## config.mk

```make
export PLATFORM = sky130hd
export DESIGN_NAME = clk_mode_ctrl
export DESIGN_NICKNAME = d
export VERILOG_FILES = /design/src/clk_mode_pkg.sv /design/src/clk_divider.sv /design/src/clk_mode_ctrl.sv
export SDC_FILE = /design/constraint.sdc
export NUM_CORES = 1
export LEC_CHECK = 0
export ABC_AREA = 1
export BUFFER_PORTS_ARGS = -buffer_cell sky130_fd_sc_hd__buf_2
export CORE_AREA = 2 2 65 67
export CTS_CLUSTER_DIAMETER = 100
export CTS_CLUSTER_SIZE = 24
export DETAILED_ROUTE_END_ITERATION = 6
export DIE_AREA = 0 0 67 69
export PLACE_DENSITY = 0.77
export SYNTH_ARGS = -nofsm -noshare
export SYNTH_HDL_FRONTEND = slang
export SYNTH_HIERARCHICAL = 1
export SYNTH_SLANG_ARGS = --single-unit
export TNS_END_PERCENT = 20
```

## constraint.sdc

```tcl
create_clock -name ref_clk -period 3.95 [get_ports ref_clk]
set_input_delay 0.79 -clock ref_clk [delete_from_list [all_inputs] [get_ports ref_clk]]
set_output_delay 0.79 -clock ref_clk [all_outputs]
set_load 0.02 [all_outputs]
```

## src/clk_mode_pkg.sv

```systemverilog
/*
 Package for the dual clock power mode controller: register offsets, field
 positions, reset values, mode encoding and timing constants.
 Assumes a single 40 MHz ref_clk domain and a plain register port.
*/
package clk_mode_pkg;

    localparam logic [7:0] INTR_EN_OFFSET = 8'h0b;
    localparam logic [7:0] CLK_CTRL_OFFSET = 8'h0f;
    localparam logic [7:0] MODE_STAT_OFFSET = 8'h10;

    localparam logic [7:0] INTR_EN_RESET = 8'h00;
    localparam logic [7:0] CLK_CTRL_RESET = 8'h0b;

    localparam int WAKE_TIMER_EN_BIT = 3;
    localparam int TIMER_TWO_IE_BIT = 6;
    localparam int SLOW_TYPE_BIT = 7;
    localparam int FAST_TYPE_BIT = 6;
    localparam int SLOW_HALT_BIT = 4;
    localparam int FAST_HALT_BIT = 3;
    localparam int CLK_SEL_BIT = 2;
    localparam int DIV_LSB = 0;
    localparam logic [7:0] CLK_CTRL_MASK = 8'hdf;

    localparam logic [1:0] WDOG_ALWAYS_ON = 2'h3;

    localparam logic [1:0] DIV_BY_8 = 2'h0;
    localparam logic [1:0] DIV_BY_4 = 2'h1;
    localparam logic [1:0] DIV_BY_2 = 2'h2;
    localparam logic [1:0] DIV_BY_1 = 2'h3;

    localparam int FAST_RC_MHZ = 16;
    localparam int REF_CLK_MHZ = 40;

    typedef enum logic [1:0] {
        MODE_SLOW = 2'b00,
        MODE_FAST = 2'b01,
        MODE_IDLE = 2'b10,
        MODE_STOP = 2'b11
    } power_mode_e;

    typedef struct packed {
        logic ext_pin;
        logic wake_timer;
        logic timer_two;
    } wake_src_s;

    typedef struct packed {
        logic fast_osc_run;
        logic slow_osc_run;
        logic fast_is_crystal;
        logic slow_is_crystal;
        logic sys_clk_run;
        logic sys_from_fast;
        logic wake_timer_run;
        logic timer_two_run;
    } osc_ctrl_s;

endpackage

```

## src/clk_divider.sv

```systemverilog
/*
 Programmable enable divider for the system clock source.
 Assumes src_en pulses one cycle per source clock tick in the ref_clk domain.
*/
`timescale 1ns/1ps
module clk_divider
    import clk_mode_pkg::*;
(
    input wire logic ref_clk,
    input wire logic sys_rst,
    input wire logic src_en,
    input wire logic [1:0] div_sel,
    output logic tick
);

    logic [2:0] count_reg;
    logic [2:0] limit;

    // Terminal count per divider code
    always_comb begin
        case (div_sel)
            DIV_BY_8: limit = 3'h7;
            DIV_BY_4: limit = 3'h3;
            DIV_BY_2: limit = 3'h1;
            DIV_BY_1: limit = 3'h0;
            default: limit = 3'h0;
        endcase
    end

    // Counter restarts if the code shrinks below the count
    always_ff @(posedge ref_clk) begin
        if (sys_rst) begin
            count_reg <= 3'h0;
        end else if (src_en) begin
            if (count_reg >= limit) begin
                count_reg <= 3'h0;
            end else begin
                count_reg <= count_reg + 3'h1;
            end
        end
    end

    // Handshake-style pulse may be combinational
    assign tick = src_en && (count_reg >= limit);

endmodule

```

## src/clk_mode_ctrl.sv

```systemverilog
/*
 Clock and power mode controller: register port, mode state machine,
 oscillator gating, wake-up filtering and system clock enable.
 Assumes oscillator ticks arrive as one-cycle enables on ref_clk; the
 external wake pin is asynchronous and is synchronised here.
*/
// Our own choice: the address-and-strobe port.
`timescale 1ns/1ps
module clk_mode_ctrl
    import clk_mode_pkg::*;
#(
    parameter int SYNC_STAGES = 3
)
(
    input wire logic ref_clk,
    input wire logic sys_rst,
    input wire logic [7:0] reg_addr,
    input wire logic [7:0] reg_wdata,
    input wire logic reg_wr,
    input wire logic reg_rd,
    output logic [7:0] reg_rdata,
    input wire logic sleep_exec,
    input wire logic [1:0] watchdog_enable_field,
    input wire logic timer2_clk_select,
    input wire logic ext_wake_pin,
    input wire logic wake_timer_irq,
    input wire logic timer_two_irq,
    input wire logic fast_src_tick,
    input wire logic slow_src_tick,
    output logic sys_clk_en,
    output osc_ctrl_s osc_ctrl,
    output power_mode_e power_mode,
    output logic [7:0] interrupt_enable_bits
);

    // Filter needs a settling stage plus two agreeing stages
    if (SYNC_STAGES < 3) begin : g_stage_check
        $error("SYNC_STAGES must be at least 3");
    end

    logic [7:0] intr_en_reg;
    logic [7:0] intr_en_next;
    logic [7:0] clk_ctrl_reg;
    logic [7:0] clk_ctrl_next;
    power_mode_e mode_reg;
    power_mode_e mode_next;
    logic [7:0] rdata_reg;
    logic [SYNC_STAGES-1:0] pin_sync_reg;
    logic pin_agree;
    logic pin_level_reg;
    logic pin_rise;
    wake_src_s wake;
    logic wake_any;
    logic src_tick;
    logic div_tick;
    osc_ctrl_s osc_next;

    // Field views of the clock control register
    logic slow_type;
    logic fast_type;
    logic slow_halt;
    logic fast_halt;
    logic clk_sel;
    logic [1:0] div_sel;
    // Type views follow the value about to be stored; the halt, select and divider views follow the stored value
    assign slow_type = clk_ctrl_next[SLOW_TYPE_BIT];
    assign fast_type = clk_ctrl_next[FAST_TYPE_BIT];
    assign slow_halt = clk_ctrl_reg[SLOW_HALT_BIT];
    assign fast_halt = clk_ctrl_reg[FAST_HALT_BIT];
    assign clk_sel = clk_ctrl_reg[CLK_SEL_BIT];
    assign div_sel = clk_ctrl_reg[DIV_LSB+1:DIV_LSB];

    // Apply a write to the clock control register with hardware guards
    function automatic logic [7:0] guard_clk_write(input logic [7:0] cur,
                                                   input logic [7:0] wr);
        logic [7:0] res;
        res = wr & CLK_CTRL_MASK;
        // Source type may only move while the other clock drives the core
        if (!cur[CLK_SEL_BIT]) begin
            res[SLOW_TYPE_BIT] = cur[SLOW_TYPE_BIT];
        end
        if (cur[CLK_SEL_BIT]) begin
            res[FAST_TYPE_BIT] = cur[FAST_TYPE_BIT];
        end
        // Never both halted fast clock and fast clock selected
        if (res[FAST_HALT_BIT] && res[CLK_SEL_BIT]) begin
            res = cur;
        end
        return res;
    endfunction

    // Something still needs the slow source after sleep: idle rather than stop
    function automatic logic slow_kept_alive(input logic halt_on_sleep,
                                             input logic wake_timer_on,
                                             input logic [1:0] wdog);
        logic keep;
        keep = !halt_on_sleep || wake_timer_on;
        if (wdog == WDOG_ALWAYS_ON) begin
            keep = 1'b1;
        end
        return keep;
    endfunction

    // Register writes; the clock control write is filtered, and refused whole if it both halts and selects the fast clock
    always_comb begin
        clk_ctrl_next = clk_ctrl_reg;
        if (reg_wr && reg_addr == CLK_CTRL_OFFSET) begin
            clk_ctrl_next = guard_clk_write(clk_ctrl_reg, reg_wdata);
        end
    end

    always_ff @(posedge ref_clk) begin
        if (sys_rst) begin
            clk_ctrl_reg <= CLK_CTRL_RESET;
        end else begin
            clk_ctrl_reg <= clk_ctrl_next;
        end
    end

    // Next enable value; the oscillator table must see a write at once
    always_comb begin
        intr_en_next = intr_en_reg;
        if (reg_wr && reg_addr == INTR_EN_OFFSET) begin
            intr_en_next = reg_wdata;
        end
    end

    always_ff @(posedge ref_clk) begin
        if (sys_rst) begin
            intr_en_reg <= INTR_EN_RESET;
        end else begin
            intr_en_reg <= intr_en_next;
        end
    end

    // Read data one cycle after the strobe, zero otherwise and when unmapped
    always_ff @(posedge ref_clk) begin
        if (sys_rst) begin
            rdata_reg <= 8'h00;
        end else if (reg_rd) begin
            case (reg_addr)
                INTR_EN_OFFSET: rdata_reg <= intr_en_reg;
                CLK_CTRL_OFFSET: rdata_reg <= clk_ctrl_reg;
                MODE_STAT_OFFSET: rdata_reg <= {6'h00, mode_reg};
                default: rdata_reg <= 8'h00;
            endcase
        end else begin
            rdata_reg <= 8'h00;
        end
    end
    assign reg_rdata = rdata_reg;
    assign interrupt_enable_bits = intr_en_reg;

    // External wake pin: three stages, change counts when last two agree
    always_ff @(posedge ref_clk) begin
        if (sys_rst) begin
            pin_sync_reg <= {SYNC_STAGES{1'b0}};
        end else begin
            pin_sync_reg <= {pin_sync_reg[SYNC_STAGES-2:0], ext_wake_pin};
        end
    end

    // Only the last two stages vote; the first may still be settling
    assign pin_agree = pin_sync_reg[SYNC_STAGES-2] == pin_sync_reg[SYNC_STAGES-1];

    always_ff @(posedge ref_clk) begin
        if (sys_rst) begin
            pin_level_reg <= 1'b0;
        end else if (pin_agree) begin
            pin_level_reg <= pin_sync_reg[SYNC_STAGES-1];
        end
    end
    assign pin_rise = pin_agree && pin_sync_reg[SYNC_STAGES-1] && !pin_level_reg;

    // Wake sources qualified per sleep state
    always_comb begin
        wake.ext_pin = pin_rise;
        // Wake timer only counts and interrupts when enabled
        wake.wake_timer = wake_timer_irq && intr_en_reg[WAKE_TIMER_EN_BIT];
        wake.timer_two = timer_two_irq && intr_en_reg[TIMER_TWO_IE_BIT];
        case (mode_reg)
            MODE_IDLE: wake_any = wake.ext_pin || wake.wake_timer ||
                                  wake.timer_two;
            MODE_STOP: wake_any = wake.ext_pin;
            default: wake_any = 1'b0;
        endcase
    end

    // Mode state machine; sleep picks idle or stop from the keep-alive terms
    always_comb begin
        mode_next = mode_reg;
        case (mode_reg)
            MODE_SLOW, MODE_FAST: begin
                if (sleep_exec) begin
                    // Any live slow source keeps us in idle rather than stop
                    if (slow_kept_alive(slow_halt, intr_en_reg[WAKE_TIMER_EN_BIT],
                                        watchdog_enable_field)) begin
                        mode_next = MODE_IDLE;
                    end else begin
                        mode_next = MODE_STOP;
                    end
                end else if (clk_ctrl_next[CLK_SEL_BIT]) begin
                    mode_next = MODE_FAST;
                end else begin
                    mode_next = MODE_SLOW;
                end
            end
            MODE_IDLE, MODE_STOP: begin
                // Resume whichever clock was selected before sleep
                if (wake_any) begin
                    mode_next = clk_sel ? MODE_FAST : MODE_SLOW;
                end
            end
            default: mode_next = MODE_SLOW;
        endcase
    end

    always_ff @(posedge ref_clk) begin
        if (sys_rst) begin
            mode_reg <= MODE_SLOW;
        end else begin
            mode_reg <= mode_next;
        end
    end
    assign power_mode = mode_reg;

    // Oscillator controls follow the mode table
    always_comb begin
        osc_next.fast_is_crystal = fast_type;
        osc_next.slow_is_crystal = slow_type;
        osc_next.sys_from_fast = clk_ctrl_next[CLK_SEL_BIT];
        case (mode_next)
            MODE_FAST: begin
                osc_next.fast_osc_run = 1'b1;
                osc_next.slow_osc_run = 1'b1;
                osc_next.sys_clk_run = 1'b1;
                osc_next.wake_timer_run = intr_en_next[WAKE_TIMER_EN_BIT];
                osc_next.timer_two_run = 1'b1;
            end
            MODE_SLOW: begin
                osc_next.fast_osc_run = !clk_ctrl_next[FAST_HALT_BIT];
                osc_next.slow_osc_run = 1'b1;
                osc_next.sys_clk_run = 1'b1;
                osc_next.wake_timer_run = intr_en_next[WAKE_TIMER_EN_BIT];
                osc_next.timer_two_run = 1'b1;
            end
            MODE_IDLE: begin
                osc_next.fast_osc_run = 1'b0;
                // Same keep-alive terms that chose idle over stop
                osc_next.slow_osc_run = slow_kept_alive(slow_halt,
                                                        intr_en_reg[WAKE_TIMER_EN_BIT],
                                                        watchdog_enable_field);
                osc_next.sys_clk_run = 1'b0;
                osc_next.wake_timer_run = intr_en_next[WAKE_TIMER_EN_BIT];
                osc_next.timer_two_run = !slow_halt && !timer2_clk_select;
            end
            MODE_STOP: begin
                // Everything halted; no clock produced at all
                osc_next.fast_osc_run = 1'b0;
                osc_next.slow_osc_run = 1'b0;
                osc_next.sys_clk_run = 1'b0;
                osc_next.wake_timer_run = 1'b0;
                osc_next.timer_two_run = 1'b0;
            end
            default: begin
                osc_next.fast_osc_run = 1'b0;
                osc_next.slow_osc_run = 1'b1;
                osc_next.sys_clk_run = 1'b1;
                osc_next.wake_timer_run = 1'b0;
                osc_next.timer_two_run = 1'b0;
            end
        endcase
    end

    always_ff @(posedge ref_clk) begin
        if (sys_rst) begin
            osc_ctrl <= '{fast_osc_run: 1'b0, slow_osc_run: 1'b1,
                          fast_is_crystal: 1'b0, slow_is_crystal: 1'b0,
                          sys_clk_run: 1'b1, sys_from_fast: 1'b0,
                          wake_timer_run: 1'b0, timer_two_run: 1'b1};
        end else begin
            osc_ctrl <= osc_next;
        end
    end

    // Source tick chosen by clock select; fast tick nominally 16 MHz rate
    assign src_tick = clk_sel ? fast_src_tick : slow_src_tick;

    clk_divider u_div (
        .ref_clk(ref_clk),
        .sys_rst(sys_rst),
        .src_en(src_tick),
        .div_sel(div_sel),
        .tick(div_tick)
    );

    // No system clock enable while sleeping
    assign sys_clk_en = div_tick && osc_ctrl.sys_clk_run;

endmodule

```

== After elaboration in Yosys (flattened, before gate mapping) ==
Index checks and enable logic that the tools add are counted.
W data, S select, Z words.

* Equality and inequality tests: 14
* Reduce and logical (&&, ||, !) cells: 26
* $lt $le $gt $ge: 1
* Mux-type cells: 22
* Add/subtract/negate cells: 1
* Bitwise logic cells: 2

{| class="wikitable"
|+ Operator list
! cell !! number
|-
| $pmux W8 S3 || 1
|-
| $eq A8 B4 Y1 const B || 2
|-
| $mux W8 || 2
|-
| $eq A2 B2 Y1 const B || 7
|-
| $pmux W3 S4 || 1
|-
| $logic_and A1 B1 Y1 || 10
|-
| $reduce_or A2 Y1 || 5
|-
| $mux W1 || 9
|-
| $eq A8 B5 Y1 const B || 1
|-
| $pmux W2 S4 || 1
|-
| $eq A2 B1 Y1 const B || 3
|-
| $logic_not A2 Y1 || 3
|-
| $pmux W2 S3 || 1
|-
| $logic_not A1 Y1 || 4
|-
| $mux W2 || 2
|-
| $mux W4 || 1
|-
| $pmux W1 S2 || 2
|-
| $pmux W2 S2 || 1
|-
| $add A3 B1 Y3 const B || 1
|-
| $ge A3 B3 Y1 || 1
|-
| $logic_or A1 B1 Y1 || 3
|-
| $mux W3 || 1
|-
| $not A1 Y1 || 2
|-
| $reduce_and A2 Y1 || 1
|-
| $eq A1 B1 Y1 || 1
|}

* Logic and storage cells: 83
* Flip-flop bits (word level): 40
* Bits of input ports: 29

== Longest topological paths before layout ==
* Depth in word-level cells: 11
* Gate-level depth with buffers: 10
* Gate-level depth less buffers: 10

== Modules after synthesis ==
The synthesis kept the hierarchy.

{| class="wikitable"
|+ Modules (own cells, without submodules)
! module !! cells each !! area each (µm²) !! instances
|-
| clk_mode_ctrl || 196 || 1501.4 || 1
|-
| clk_divider || 29 || 220.2 || 1
|}

== Worst setup path after synthesis ==
Ideal clock, no wire load.

* Path kind: reg-to-output
* Start: register clk_ctrl_reg[1]
* End: output sys_clk_en
* Path slack: 1.817 ns
* Cell stages (with the launch flop): 11
* Buffers on the path: 0
* Arrival time: 1.343 ns
* Cell sequence: dfxtp_1 -> or2_2 -> ha_1 -> nand2_1 -> inv_1 -> nand2_1 -> nand2_1 -> nand2_1 -> inv_1 -> nand2_1 -> inv_1

* Cells in the longest elaborated chain, start to end: 5
* Elaborated cells between the ends (all ways): 8
* Classes of those cells: order compare (1); eq/ne (3); mux (1); reduce/logical (3)

{| class="wikitable"
|+ Ends and longest elaborated chain
! element !! RTL line !! RTL
|-
| start: declaration || clk_mode_ctrl.sv:43 || <nowiki>logic [7:0] clk_ctrl_reg;</nowiki>
|-
| start signal: assignment || clk_mode_ctrl.sv:116 || <nowiki>clk_ctrl_reg <= clk_ctrl_next;</nowiki>
|-
| $eq A2 B2 Y1, or another cell as far along || clk_divider.sv:21 || <nowiki>case (div_sel)</nowiki>
|-
| $pmux W3 S4 (*) || clk_divider.sv:21 ||
|-
| $ge A3 B3 Y1 (*) || clk_divider.sv:44 || <nowiki>assign tick = src_en && (count_reg >= limit);</nowiki>
|-
| $logic_and A1 B1 Y1 (*) || clk_divider.sv:44 ||
|-
| via div_tick || clk_mode_ctrl.sv:55 || <nowiki>logic div_tick;</nowiki>
|-
| $logic_and A1 B1 Y1 (*) || clk_mode_ctrl.sv:298 || <nowiki>assign sys_clk_en = div_tick && osc_ctrl.sys_clk_run;</nowiki>
|-
| end: declaration || clk_mode_ctrl.sv:30 || <nowiki>output logic sys_clk_en,</nowiki>
|}

The timed path passes the listed nets; every way through them passes the cells marked *.

== Final worst setup path ==
Ends and elaborated chain as after synthesis.

==> qor.yml <==
initial_utilization_pct: 44.0
synth-edff-count: 0
critPathLaunchType: "flop"
dieArea_sq_um: 4620
syn_avg_cell_area_sq_um: 7.65
hold_viol: 0
max_slew_margin_pct: 77.2
drtAntennaViolNets: 0
path_common_cell: "nand2_1"
cp-end-kind: "output pin"
worst_pin_slew_ps: 341
cts_tree: "done"
yosysWarnings: 6
slowest_delay_ps: 340
grt_pass1_vias: 1504
async_reset_ff_share_pct: 0
ctsHoldBuffers: 0
final_area_sq_um: 2100
synth_nets: 259
cts_max_path_buffers: 2
vias_per_cell: 4.75
insertion_delay_ps: 280
crit_arrival_ps: 1800
antenna_found_initial: 0
netlist_instances: 225
synth_seq_cells: 37
status: "complete, no violations"
dp_hpwl_um: 2880
layout-drive-gt1-share_pct: 31.0
nets: 314
rsz0062_at_grt: "no"
rows: 23
dr.pass1.iters: 4
grt_max_degree: 17
fp.dieW_um: 67
power_leakage_nw: 1.05
cts_buffers: 5
drcViolationCount: 0
ys_top_cells_by_area: "dfxtp_1 43%, nand2_1 9.4%, inv_1 7.0%"
core-area_sq_um: 3910
seq_area_sq_um: 741
crit_type: "flop to output pin"
ys_types: 33
timing.final.crit_share_pct: 65.5
drt_iter0_drc: 52
area_delta_synth_final_pct: 21.7
slowest_stage: "dfxtp_1"
post_cts_buffers: 0
fmax_mhz: 386
n_antenna_cell: 0
p_per_area_nw_per_um2: 335
via_count: 1573
io_pins: 56
grt_usage_pct: 17.5
synth_area_sq_um: 1720
timing.final.crit_period_ps: 2590
wirelength_um: 3810
setup_viol: 0
routedWlPerCell_um: 11.5
worstPathCellList: "or2_2, ha_1, nand2_1, inv_1, nand2_1, nand2_1, nand2_1, inv_1, nand2_1, inv_1, buf_2"
crit_buf_inv: 4
grt_pass1_wl_um: 6180
synth_largest_area_cell: "dfxtp_1"
drv_cap: 0
nFillCells: 400
cts_resized: 0
cp.required_ps: 3160
ir_drop_uv: 166
clk_pin_slew_ps: 70
cts_root_buf: "clkbuf_8"
grt.overflow.total: 0
critPathTopFamily: "simple AND/OR/NAND/NOR gates"
numPortBuffers: 55
min_path_type: "flop to flop"
clock-sinks: 37
drv_slew: 0
htree_levels: 2
dpl_cell_area_sq_um: 2010
fin_tns_setup_ps: 0
skew_ps: 3.55
yosys.area.top_type_share_pct: 43.0
seq_area_frac_synth_pct: 43.0
gp_congestion: 0.778
synth_ff_type: "dfxtp_1"
final_cell_mix: "55 x buf_2, 43 x nand2_1, 37 x dfxtp_1"
layout_commonest_cell: "buf_2"
cp_max_fo: 4
multiInputGateArea_sq_um: 798
die_y_um: 69
-- worst reg2reg max path: cells and delay by family, from the launching register on --
kind	cells	cell delay, ps
and+or+nand+nor	7	700
DFF	1	340
adders and majority gates	1	290
buffers and inverters	1	50
-- final cells by class --
cell class | instances | share of cell area (%)
Tap cell | 50 | 2.99
Timing Repair Buffer | 55 | 13.1
Clock buffer | 6 | 3.46
Inverter | 36 | 6.51
Clock inverter | 2 | 0.478
Sequential cell | 37 | 35.3
Multi-Input combinational cell | 145 | 38.1
-- metal layers --
layer | up-vias | wire length, um | GRT usage [%]
met2 | 48 | 1790 | 27.0
met4 | 0 | 63 | 8.84
met1 | 697 | 1700 | 21.3
li1 | 820 | - | -
met3 | 8 | 253 | 5.71
met5 | - | 0 | 0
-- power breakdown --
group | switching, mW | internal, mW
clock | 0.129 | 0.122
sequential | 0.00405 | 0.380
combinational | 0.0418 | 0.0251
-- cells in the mapped netlist, drive strengths merged, types with 2 or more instances --
| library cell | number |
|---|---|
| nand4 | 2 |
| clkbuf | 2 |
| o211ai | 2 |
| inv | 35 |
| o21ai | 9 |
| nor2 | 25 |
| dfxtp | 37 |
| nor3 | 2 |
| o22ai | 2 |
| nand3 | 18 |
| a21oi | 21 |
| or2 | 2 |
| ha | 5 |
| buf | 5 |
| nand2 | 53 |
-- metrics by stage --
step	hold WS, ps	utilization (%)	setup WS [ps]	total power, mW	instances
after floorplan	388	-	1820	0.431	225
after global placement	396	51.4	1690	0.458	323
after detailed placement	397	51.4	1660	0.459	323
after CTS	409	53.5	1340	0.713	331
after global routing	451	53.5	1170	0.738	331
final	407	53.5	1360	0.702	331
-- logic make-up (layout without fill, tap and decap cells) --
| logic type | after synthesis | after routing | synth area share [%] |
|---|---|---|---|
| AND/OR/NAND/NOR | 103 | 103 | 30.6 |
| buffers and inverters | 43 | 99 | 10.6 |
| flip-flops | 37 | 37 | 43.0 |
| AO/OA/AOI/OAI | 34 | 34 | 10.5 |
| adder cells (fa/ha/maj) | 5 | 5 | 3.63 |
| XOR/XNOR | 2 | 2 | 1.02 |
| multiplexers | 1 | 1 | 0.581 |
-- path summary, 6_finish.rpt --
path              slack, ps       startpoint  cells past startpoint                 end
setup / recovery       1360  clk_ctrl_reg[1]                     11          sys_clk_en
hold / removal          410  pin_sync_reg[0]                      2     pin_sync_reg[1]
setup reg to reg       2480  clk_ctrl_reg[1]                      9  u_div/count_reg[1]
hold reg to reg         410  pin_sync_reg[0]                      2     pin_sync_reg[1]
(Power assumes the default switching activity.)
